`src/rtl/oap_pkg.sv`:
```
// shared constants and carrier types for the observation and alarm panel controller
package oap_pkg;

  // ----------------------------------------------------------------
  // register map (byte addresses, one aligned word each)
  // ----------------------------------------------------------------
  localparam logic [7:0] OAP_CTRL_OFS   = 8'h00;
  localparam logic [7:0] OAP_PERIOD_OFS = 8'h04;
  localparam logic [7:0] OAP_ADDR_OFS   = 8'h08;
  localparam logic [7:0] OAP_SEL_OFS    = 8'h0c;
  localparam logic [7:0] OAP_STATUS_OFS = 8'h10;
  localparam logic [7:0] OAP_STORED_OFS = 8'h14;

  // ----------------------------------------------------------------
  // field positions
  // ----------------------------------------------------------------
  localparam int OAP_CTRL_START  = 0;  // write 1: start observation
  localparam int OAP_CTRL_STOP   = 1;  // write 1: end observation
  localparam int OAP_CTRL_TEST   = 2;  // level: test requested
  localparam int OAP_CTRL_PAR_A  = 3;  // write 1: archive parity report, bit a
  localparam int OAP_CTRL_PAR_B  = 4;  // write 1: archive parity report, bit b
  localparam int OAP_SEL_A_LSB   = 0;
  localparam int OAP_SEL_B_LSB   = 4;
  localparam int OAP_SEL_C_LSB   = 8;

  // ----------------------------------------------------------------
  // reset values and counts
  // ----------------------------------------------------------------
  localparam logic [15:0] OAP_PERIOD_RST = 16'h000a; // base ticks per dump interval
  localparam logic [3:0]  OAP_PHASE_CYC  = 4'h4;     // cycles per sequencer phase
  localparam logic [15:0] OAP_SELF_LO    = 16'h0100; // self-count lower limit
  localparam logic [15:0] OAP_SELF_HI    = 16'hff00; // self-count upper limit

  // ----------------------------------------------------------------
  // types
  // ----------------------------------------------------------------
  typedef enum logic [2:0] {
    OAP_SEQ_IDLE  = 3'b000,
    OAP_SEQ_WRITE = 3'b001,
    OAP_SEQ_CHECK = 3'b010,
    OAP_SEQ_SUB   = 3'b011,
    OAP_SEQ_READ  = 3'b100,
    OAP_SEQ_SEND  = 3'b101
  } oap_seq_type;

  // front panel pushbuttons and switches, levels, high = pressed or on
  typedef struct packed {
    logic       interlock;
    logic       fr_startup;
    logic       fr_left;
    logic       fr_right;
    logic       fr_self;
    logic       fr_osc;
    logic       ind_test;
    logic       alarm_reset;
    logic [3:0] ind_reset;      // overflow, parity ts, parity archive, terminal
    logic       monitor_override;
    logic       local_test;
    logic       disp_par_sw1;
    logic       term_src_sw;
    logic       clock_sw_test;  // any clock-board switch in a test position
  } oap_panel_type;

  // error events and conditions from the rest of the controller
  typedef struct packed {
    logic left_fail;
    logic right_fail;
    logic overflow;
    logic parity_ts;
    logic term_err;
    logic osc_fail;
  } oap_event_type;

  // error indicator latches
  typedef struct packed {
    logic left_pf;
    logic right_pf;
    logic self_cnt;
    logic overflow;
    logic parity_ts;
    logic parity_arch;
    logic terminal;
  } oap_err_type;

  // panel lamps other than the test-point selector leds
  typedef struct packed {
    logic         disp_super;
    logic         disp_test;
    logic         visual;
    logic         clock_test;
    logic         osc_standby;
    oap_err_type  err;
  } oap_lamp_type;

endpackage : oap_pkg

```
`src/rtl/oap_ctrl.sv`:
```
// observation sequencing, alarm latches and panel control with an apb register port
//
// The APB interface to the registers and the register addresses were decided locally.
`timescale 1ns/1ps
`default_nettype none

module oap_ctrl
  import oap_pkg::*;
#(
  parameter int SEL_C_N = 80
) (
  input  wire logic                pclk,
  input  wire logic                presetn,
  input  wire logic                psel,
  input  wire logic                penable,
  input  wire logic                pwrite,
  input  wire logic [7:0]          paddr,
  input  wire logic [31:0]         pwdata,
  output var  logic [31:0]         prdata,
  output logic                     pready,
  output logic                     pslverr,
  input  wire oap_panel_type       panel,
  input  wire oap_event_type       evt,
  input  wire logic                base_tick,
  input  wire logic [15:0]         self_count,
  input  wire logic                term_word_valid,
  input  wire logic                diag_active,
  input  wire logic [7:0]          sig_a,
  input  wire logic [7:0]          sig_b,
  input  wire logic [SEL_C_N-1:0]  sig_c,
  output var  oap_lamp_type        lamps,
  output var  logic                buzzer,
  output logic                     super_clk_en,
  output logic                     term_word_accept,
  output logic                     term_seq_reset,
  output logic                     term_to_ctrl,
  output logic                     term_monitor,
  output logic                     par_disp_en,
  output logic                     dump_pulse,
  output logic                     delay_send,
  output logic                     pf_check,
  output oap_seq_type              seq_phase,
  output logic                     master_reset,
  output var  logic                tp_a,
  output var  logic                tp_b,
  output var  logic                tp_c
);

  // ----------------------------------------------------------------
  // apb decode
  // ----------------------------------------------------------------
  function automatic logic mapped(input logic [7:0] a);
    mapped = (a == OAP_CTRL_OFS) || (a == OAP_PERIOD_OFS) || (a == OAP_ADDR_OFS) ||
             (a == OAP_SEL_OFS) || (a == OAP_STATUS_OFS) || (a == OAP_STORED_OFS);
  endfunction : mapped

  logic        wr_ok;
  logic [15:0] period_reg;
  logic [31:0] addr_reg;
  logic [31:0] stored_reg;
  logic [15:0] sel_reg;
  logic        test_reg;
  logic        observing_reg;
  oap_err_type err_reg;
  logic        buzzer_reg;
  logic        osc_standby_reg;
  logic [15:0] tick_cnt_reg;
  oap_seq_type seq_reg;
  logic [3:0]  phase_cnt_reg;
  logic        obs_start;
  logic        obs_stop;
  logic        arch_par;
  logic        su;
  logic [6:0]  err_set;

  // zero wait: read data is captured in the setup cycle, write data and the answer in the access cycle
  assign pready  = 1'b1;
  assign pslverr = psel & penable & ~mapped(paddr);
  assign wr_ok   = psel & penable & pwrite & mapped(paddr);

  // start-up master reset, gated by the interlock
  // interlock gating
  assign su           = panel.interlock & panel.fr_startup;
  assign master_reset = su;

  // clock test switches block a start; while observing the lamp is lit only by the lamp test
  assign obs_start = wr_ok & (paddr == OAP_CTRL_OFS) & pwdata[OAP_CTRL_START] &
                     ~panel.clock_sw_test;
  assign obs_stop  = wr_ok & (paddr == OAP_CTRL_OFS) & pwdata[OAP_CTRL_STOP];
  assign arch_par  = wr_ok & (paddr == OAP_CTRL_OFS) &
                     (pwdata[OAP_CTRL_PAR_A] | pwdata[OAP_CTRL_PAR_B]);

  // read data registered in the setup cycle
  always_ff @(posedge pclk or negedge presetn) begin
    if (!presetn) begin
      prdata <= 32'h0000_0000;
    end else if (psel && !penable && !pwrite) begin
      unique case (paddr)
        OAP_CTRL_OFS:   prdata <= {29'h0, test_reg, 2'h0};
        OAP_PERIOD_OFS: prdata <= {16'h0, period_reg};
        OAP_ADDR_OFS:   prdata <= addr_reg;
        OAP_SEL_OFS:    prdata <= {16'h0, sel_reg};
        OAP_STATUS_OFS: prdata <= {18'h0, seq_reg, osc_standby_reg, panel.clock_sw_test,
                                   buzzer_reg, observing_reg, err_reg};
        OAP_STORED_OFS: prdata <= stored_reg;
        default:        prdata <= 32'h0000_0000;
      endcase
    end
  end

  // configuration registers, not touched by the start-up reset
  always_ff @(posedge pclk or negedge presetn) begin
    if (!presetn) begin
      period_reg <= OAP_PERIOD_RST;
      addr_reg   <= 32'h0000_0000;
      sel_reg    <= 16'h0000;
      test_reg   <= 1'b0;
    end else if (wr_ok) begin
      unique case (paddr)
        OAP_PERIOD_OFS: period_reg <= pwdata[15:0];
        OAP_ADDR_OFS:   addr_reg   <= pwdata;
        OAP_SEL_OFS:    sel_reg    <= pwdata[15:0];
        OAP_CTRL_OFS:   test_reg   <= pwdata[OAP_CTRL_TEST];
        default:        test_reg   <= test_reg;
      endcase
    end
  end

  // ----------------------------------------------------------------
  // observation state and dump interval generator
  // ----------------------------------------------------------------
  // start actions
  always_ff @(posedge pclk or negedge presetn) begin
    if (!presetn) begin
      observing_reg <= 1'b0;
      stored_reg    <= 32'h0000_0000;
    end else if (su) begin
      observing_reg <= 1'b0;
    end else if (obs_start) begin
      observing_reg <= 1'b1;
      stored_reg    <= addr_reg;
    end else if (obs_stop) begin
      observing_reg <= 1'b0;
    end
  end

  // generator reloads at start; a forced dump marks the first interval
  always_ff @(posedge pclk or negedge presetn) begin
    if (!presetn) begin
      tick_cnt_reg <= 16'h0000;
      dump_pulse   <= 1'b0;
    end else if (su) begin
      tick_cnt_reg <= 16'h0000;
      dump_pulse   <= 1'b0;
    end else if (obs_start) begin
      tick_cnt_reg <= 16'h0000;
      dump_pulse   <= 1'b1;
    end else if (observing_reg && base_tick) begin
      // a period of zero is treated as one tick
      if (tick_cnt_reg + 16'h0001 >= period_reg) begin
        tick_cnt_reg <= 16'h0000;
        dump_pulse   <= 1'b1;
      end else begin
        tick_cnt_reg <= tick_cnt_reg + 16'h0001;
        dump_pulse   <= 1'b0;
      end
    end else begin
      dump_pulse <= 1'b0;
    end
  end

  assign delay_send = dump_pulse & observing_reg;
  assign pf_check   = dump_pulse & observing_reg;

  // ----------------------------------------------------------------
  // main sequencer: one pass per dump interval
  // ----------------------------------------------------------------
  // sequencer phases
  always_ff @(posedge pclk or negedge presetn) begin
    if (!presetn) begin
      seq_reg       <= OAP_SEQ_IDLE;
      phase_cnt_reg <= 4'h0;
    end else if (su || !observing_reg) begin
      seq_reg       <= OAP_SEQ_IDLE;
      phase_cnt_reg <= 4'h0;
    end else if (seq_reg == OAP_SEQ_IDLE) begin
      if (dump_pulse) begin
        seq_reg       <= OAP_SEQ_WRITE;
        phase_cnt_reg <= 4'h0;
      end
    end else if (phase_cnt_reg == OAP_PHASE_CYC - 4'h1) begin
      phase_cnt_reg <= 4'h0;
      unique case (seq_reg)
        OAP_SEQ_WRITE: seq_reg <= OAP_SEQ_CHECK;
        OAP_SEQ_CHECK: seq_reg <= OAP_SEQ_SUB;
        OAP_SEQ_SUB:   seq_reg <= OAP_SEQ_READ;
        OAP_SEQ_READ:  seq_reg <= OAP_SEQ_SEND;
        default:       seq_reg <= OAP_SEQ_IDLE;
      endcase
    end else begin
      phase_cnt_reg <= phase_cnt_reg + 4'h1;
    end
  end
  assign seq_phase = seq_reg;

  // ----------------------------------------------------------------
  // error indicator latches
  // ----------------------------------------------------------------
  // set terms: left, right, self, overflow, parity ts, parity archive, terminal
  // event sources
  assign err_set = {evt.left_fail & pf_check, evt.right_fail & pf_check,
                    (seq_reg == OAP_SEQ_CHECK) && (phase_cnt_reg == 4'h0) &&
                    ((self_count < OAP_SELF_LO) || (self_count > OAP_SELF_HI)),
                    evt.overflow, evt.parity_ts & (seq_reg == OAP_SEQ_WRITE),
                    arch_par, evt.term_err};

  // latches hold; sets win over every clear
  always_ff @(posedge pclk or negedge presetn) begin
    if (!presetn) begin
      err_reg <= '0;
    end else begin
      err_reg.left_pf     <= err_set[6] |
                             (err_reg.left_pf & ~su & ~obs_start &
                              ~(panel.interlock & panel.fr_left));
      err_reg.right_pf    <= err_set[5] |
                             (err_reg.right_pf & ~su & ~obs_start &
                              ~(panel.interlock & panel.fr_right));
      err_reg.self_cnt    <= err_set[4] |
                             (err_reg.self_cnt & ~su & ~obs_start &
                              ~(panel.interlock & panel.fr_self));
      err_reg.overflow    <= err_set[3] |
                             (err_reg.overflow & ~su & ~obs_start &
                              ~(panel.ind_reset[3] & ~evt.overflow));
      err_reg.parity_ts   <= err_set[2] |
                             (err_reg.parity_ts & ~su & ~obs_start &
                              ~(panel.ind_reset[2] & ~evt.parity_ts));
      err_reg.parity_arch <= err_set[1] |
                             (err_reg.parity_arch & ~su & ~obs_start & ~panel.ind_reset[1]);
      err_reg.terminal    <= err_set[0] |
                             (err_reg.terminal & ~su & ~(panel.ind_reset[0] & ~evt.term_err));
    end
  end

  // buzzer on new error; alarm reset silences
  always_ff @(posedge pclk or negedge presetn) begin
    if (!presetn) begin
      buzzer_reg <= 1'b0;
    end else if (|(err_set & ~err_reg)) begin
      buzzer_reg <= 1'b1;
    end else if (panel.alarm_reset || su) begin
      buzzer_reg <= 1'b0;
    end
  end

  // oscillator return; a failure switches to standby
  always_ff @(posedge pclk or negedge presetn) begin
    if (!presetn) begin
      osc_standby_reg <= 1'b0;
    end else if (evt.osc_fail) begin
      osc_standby_reg <= 1'b1;
    end else if (panel.interlock && panel.fr_osc) begin
      osc_standby_reg <= 1'b0;
    end
  end

  // ----------------------------------------------------------------
  // panel outputs
  // ----------------------------------------------------------------
  // visual alarm and clock gate; status; lamp test
  always_ff @(posedge pclk or negedge presetn) begin
    if (!presetn) begin
      lamps  <= '0;
      buzzer <= 1'b0;
    end else begin
      lamps.disp_super  <= observing_reg | panel.ind_test;
      lamps.disp_test   <= (test_reg & ~observing_reg) | panel.ind_test;
      lamps.visual      <= (|err_reg) | panel.monitor_override | panel.local_test |
                           panel.ind_test;
      lamps.clock_test  <= (panel.clock_sw_test & ~observing_reg) | panel.ind_test;
      lamps.osc_standby <= osc_standby_reg | panel.ind_test;
      lamps.err         <= err_reg | {7{panel.ind_test}};
      buzzer            <= buzzer_reg | panel.ind_test;
    end
  end
  assign super_clk_en = ~panel.local_test;

  // terminal lockout; entry sequencer reset at start
  assign term_word_accept = term_word_valid & ~observing_reg;
  assign term_seq_reset   = obs_start | su;

  // diagnostic traffic overrides the source switch
  assign term_to_ctrl = diag_active | panel.term_src_sw;
  assign term_monitor = diag_active;

  assign par_disp_en = ~observing_reg & panel.disp_par_sw1 & panel.local_test;

  // test point selectors, never forced by the lamp test
  always_ff @(posedge pclk or negedge presetn) begin
    if (!presetn) begin
      tp_a <= 1'b0;
      tp_b <= 1'b0;
      tp_c <= 1'b0;
    end else begin
      tp_a <= sig_a[sel_reg[OAP_SEL_A_LSB +: 3]];
      tp_b <= sig_b[sel_reg[OAP_SEL_B_LSB +: 3]];
      tp_c <= (int'(sel_reg[OAP_SEL_C_LSB +: 7]) < SEL_C_N) ?
              sig_c[sel_reg[OAP_SEL_C_LSB +: 7]] : 1'b0;
    end
  end

  // ----------------------------------------------------------------
  // assertions
  // ----------------------------------------------------------------
  property p_start_lights;
    @(posedge pclk) disable iff (!presetn)
      obs_start && !su |-> ##1 observing_reg ##1 lamps.disp_super;
  endproperty
  a_start_lights: assert property (p_start_lights) else $error("start did not light display");

  property p_forced_dump;
    @(posedge pclk) disable iff (!presetn)
      obs_start && !su |=> dump_pulse && delay_send && pf_check;
  endproperty
  a_forced_dump: assert property (p_forced_dump) else $error("no forced dump at start");

  property p_seq_start;
    @(posedge pclk) disable iff (!presetn)
      seq_reg == OAP_SEQ_IDLE && dump_pulse && observing_reg && !su
      |=> seq_reg == OAP_SEQ_WRITE ##4 seq_reg == OAP_SEQ_CHECK;
  endproperty
  a_seq_start: assert property (p_seq_start) else $error("sequencer order wrong");

  property p_lockout;
    @(posedge pclk) disable iff (!presetn)
      observing_reg |-> !term_word_accept;
  endproperty
  a_lockout: assert property (p_lockout) else $error("terminal entry taken while observing");

  property p_buzz_on_err;
    @(posedge pclk) disable iff (!presetn)
      $rose(err_reg.overflow) |-> buzzer_reg ##1 buzzer;
  endproperty
  a_buzz_on_err: assert property (p_buzz_on_err) else $error("buzzer silent on new error");

  property p_interlock;
    @(posedge pclk) disable iff (!presetn)
      err_reg.left_pf && !panel.interlock && !obs_start |=> err_reg.left_pf;
  endproperty
  a_interlock: assert property (p_interlock) else $error("reset acted without interlock");

  property p_ind_reset_hold;
    @(posedge pclk) disable iff (!presetn)
      err_reg.overflow && evt.overflow |=> err_reg.overflow;
  endproperty
  a_ind_reset_hold: assert property (p_ind_reset_hold) else $error("overflow cleared too early");

  property p_arch_par;
    @(posedge pclk) disable iff (!presetn)
      arch_par |=> err_reg.parity_arch ##1 lamps.err.parity_arch;
  endproperty
  a_arch_par: assert property (p_arch_par) else $error("archive parity not latched");

  property p_clock_lamp;
    @(posedge pclk) disable iff (!presetn)
      observing_reg && $past(observing_reg) && !panel.ind_test && !$past(panel.ind_test)
      |-> !lamps.clock_test;
  endproperty
  a_clock_lamp: assert property (p_clock_lamp) else $error("clock test lamp lit while observing");

  property p_par_disp;
    @(posedge pclk) disable iff (!presetn)
      par_disp_en |-> !observing_reg && panel.local_test;
  endproperty
  a_par_disp: assert property (p_par_disp) else $error("parity display enabled wrongly");

endmodule : oap_ctrl

`default_nettype wire

```
`config.mk`:
```
export PLATFORM = sky130hd
export DESIGN_NAME = oap_ctrl
export DESIGN_NICKNAME = d
export VERILOG_FILES = /design/src/rtl/oap_pkg.sv /design/src/rtl/oap_ctrl.sv
export SDC_FILE = /design/constraint.sdc
export NUM_CORES = 1
export LEC_CHECK = 0
export BUFFER_PORTS_ARGS = -buffer_cell sky130_fd_sc_hd__buf_2
export CORE_UTILIZATION = 50
export DETAILED_ROUTE_END_ITERATION = 16
export HOLD_SLACK_MARGIN = 0.08
export PLACE_DENSITY_LB_ADDON = 0.3
export SLEW_MARGIN = 25
export SYNTH_ARGS = -nofsm -noshare
export SYNTH_HDL_FRONTEND = slang
export SYNTH_SLANG_ARGS = --single-unit
```
`constraint.sdc`:
```
create_clock -name pclk -period 4.6 [get_ports pclk]
set_input_delay 0.23 -clock pclk [delete_from_list [all_inputs] [get_ports pclk]]
set_output_delay 0.23 -clock pclk [all_outputs]
set_load 0.01 [all_outputs]
```
==> results.yml <==
floorplan:
  placementRows: 48
  dieArea_um2: 18700
  fp.dieH_um: 137
  ioPinCount: 246
  core-area_um2: 17500
  initial_core_util_pct: 51.8
  fp.dieW_um: 137
detailed_routing:
  drtPass1Iterations: 5
  wire_per_inst_um: 19.7
  drc: 0
  wl_mm: 25.1
  vias: 7541
  drt_iter0_drc: 387
  antenna_left: 0
  via_per_inst: 5.90
critical_path:
  worst-path-buf-inv: 0
  worstRegToRegCells: 11
  crit_chain: "and4_1, nor4b_1, nand3_1, xnor2_1, ha_1, a21o_1, a21o_1, a221oi_1, o221a_2, nand2_1, o31ai_1"
  crit_path_max_fanout: 16
  worstPathArrival_ns: 4.20
  crit_cells: 11
  crit_family: "simple AND/OR/NAND/NOR gates"
  cpPeakStageDelay_ns: 0.58
  crit_required_ns: 4.94
  startpoint_type: "flip-flop"
  critPathSlowestCell: "nor4b_1"
  crit_top_cell: "a21o_1"
  cp-end-kind: "flip-flop"
  critical_path_class: "reg2reg"
clock_tree:
  cts_setup_buffers: 0
  cts.sinks: 179
  htreeDepth: 4
  max-clock-path-buffers: 2
  cts.clk_slew.worst_paths_ns: 0.07
  cts_tree: "built"
  cts_root_buffer: "clkbuf_16"
  worstSkewPairLatency_ns: 0.43
  numCtsBuffers: 17
yosys:
  synth_fp_nets: 978
  synth_top_cell_by_area: "dfrtp_1"
  yosysUniqueCellTypes: 66
  synth_seq_cells: 179
  ys_top_cells_by_area: "dfrtp_1 49%, mux2_2 11%, mux4_2 5.7%"
  yosys.area.top_type_share_pct: 48.7
  yosysMostFrequentCell: "dfrtp_1"
  syn_inst: 776
  ys_seq_area_share_pct: 49.3
  synthTopCellsByCount: "177 x dfrtp_1, 91 x mux2_2, 76 x nand2_1"
  synthArstFlopShare_pct: 100
  syn_area_um2: 9090
  synth-edff-count: 0
  synth_area_per_cell_um2: 11.7
  synth_ff_type: "dfrtp_1"
  synth_warnings: 0
sta:
  final_max_slew_viol_count: 0
  maxSlewHeadroom_pct: 36.6
  hold_violations: 0
  setup_violations: 0
  max_freq_mhz: 259
  worstMarginPinSlew_ns: 0.952
  rsz0062_at_grt: "no"
  whs_ns: 0.0955
  post-route-period-util_pct: 84.1
  skew_ns: 0.00436
  final.setup.tns_ns: 0
  fin_crit_ns: 3.87
global_routing:
  use_met1_pct: 37.5
  grt_busiest_layer: "met2"
  grt.total_usage_pct: 27.8
  grt_pass1_vias: 7541
  antenna_found_initial: 0
  grt_first_pass_wirelength_mm: 39.2
  use_met3_pct: 4.85
  grt_max_degree: 106
  overflow: 0
  use_met2_pct: 45.0
pwr:
  leakage_nw: 5.56
  power_density_nw_per_um2: 296
  peakVddDrop_mv: 0.249
place:
  post-place-cells: 1204
  dp_hpwl_mm: 16.8
  io_buffer_count: 244
  place_congestion: 0.852
cells_and_area:
  multi_input_area_um2: 4220
  drive_gt1_share_pct: 39.9
  synthToLayoutAreaGrowth_pct: 26.0
  final_cells: 1278
  nets: 1242
  fillers: 1367
  antenna_cells: 0
  register_area_um2: 4480
min_path:
  hold_path.class: "in2reg"
  hold_depth: 2
flow_run:
  max_cap_viol_count: 0
status:
  status: "finished clean"
[area by class of cell]
class	instances	share of cell area [%]
clock buffers	18	3.75
repair buffers	294	15.0
inverters	31	1.02
flip-flops and latches	179	39.1
well taps	225	2.46
clock inverters	14	1.75
multi-input cells	517	36.8
[logic make-up after synthesis]
family | share of synthesized area, %
simple gates | 10.4
flops | 49.3
compound gates | 13.2
mux | 18.9
buf+inv | 4.32
fa+ha+maj | 2.62
xor+xnor | 1.25
other cells | 0.0413
[what timing repair did]
| item | 4_1_cts | 5_1_grt |
|---|---|---|
| hold buffers | 42 | 0 |
| gates resized for setup | 0 | 0 |
| endpoints found under the hold margin | 160 | 0 |
[cell usage in the layout, fill, tap and decap left out, types with 15 or more instances in the layout]
cell | Yosys | final
buf_2 | 10 | 243
dfrtp_1 | 177 | 177
mux2_2 | 91 | 91
nand2_1 | 76 | 76
o21ai_0 | 58 | 58
dlygate4sd3_1 | 0 | 42
a22oi_1 | 34 | 34
inv_1 | 31 | 31
mux4_2 | 23 | 23
ha_1 | 19 | 19
clkbuf_16 | 0 | 17
and3_1 | 18 | 16
a221oi_1 | 15 | 15
[layer usage]
layer	vias to the layer above	share of wire, %
met4	0	2.2
met2	253	50
met3	48	5.9
met1	3819	42
met5	-	0
li1	3421	-
[per-stage QoR]
stage	util, %	total power, mW	setup WS [ns]	cell area (µm²)
after global routing	65.3	3.48	0.456	11400
after global placement	59.3	1.82	0.896	10400
after CTS	65.3	3.40	0.741	11400
final	65.3	3.39	0.732	11400
after detailed placement	59.3	1.82	0.805	10400
after floorplan	-	1.68	1.63	9090
[worst register-to-register path, delay by kind of cell, from the launching register on]
family,cells,cell delay [ns]
AND/OR/NAND/NOR,4,1.43
AO/OA/AOI/OAI,5,1.41
flip-flops,1,0.45
adder cells (fa/ha/maj),1,0.30
XOR/XNOR,1,0.18
[path summary, 6_finish.rpt]
check                                             from  slack [ns]                          end
max reg2reg                tick_cnt_reg[6]$_DFFE_PN0P_        0.73  tick_cnt_reg[6]$_DFFE_PN0P_
max in group asynchronous                      presetn        3.21    period_reg[1]$_DFFE_PN1P_
min reg2reg                      prdata[8]$_DFFE_PN0P_        0.48        prdata[8]$_DFFE_PN0P_
max                        tick_cnt_reg[6]$_DFFE_PN0P_        0.73  tick_cnt_reg[6]$_DFFE_PN0P_
min                                           panel[0]         0.1           lamps[8]$_DFF_PN0_
min in group asynchronous                      presetn        0.46               tp_c$_DFF_PN0_
[power breakdown]
part           total, mW  internal (mW)  switching, mW
Sequential          1.59           1.58        0.00730
Clock               1.56          0.921          0.641
Combinational      0.233          0.120          0.113
Total               3.39           2.62          0.762
Power figures use the tool's default switching activity.
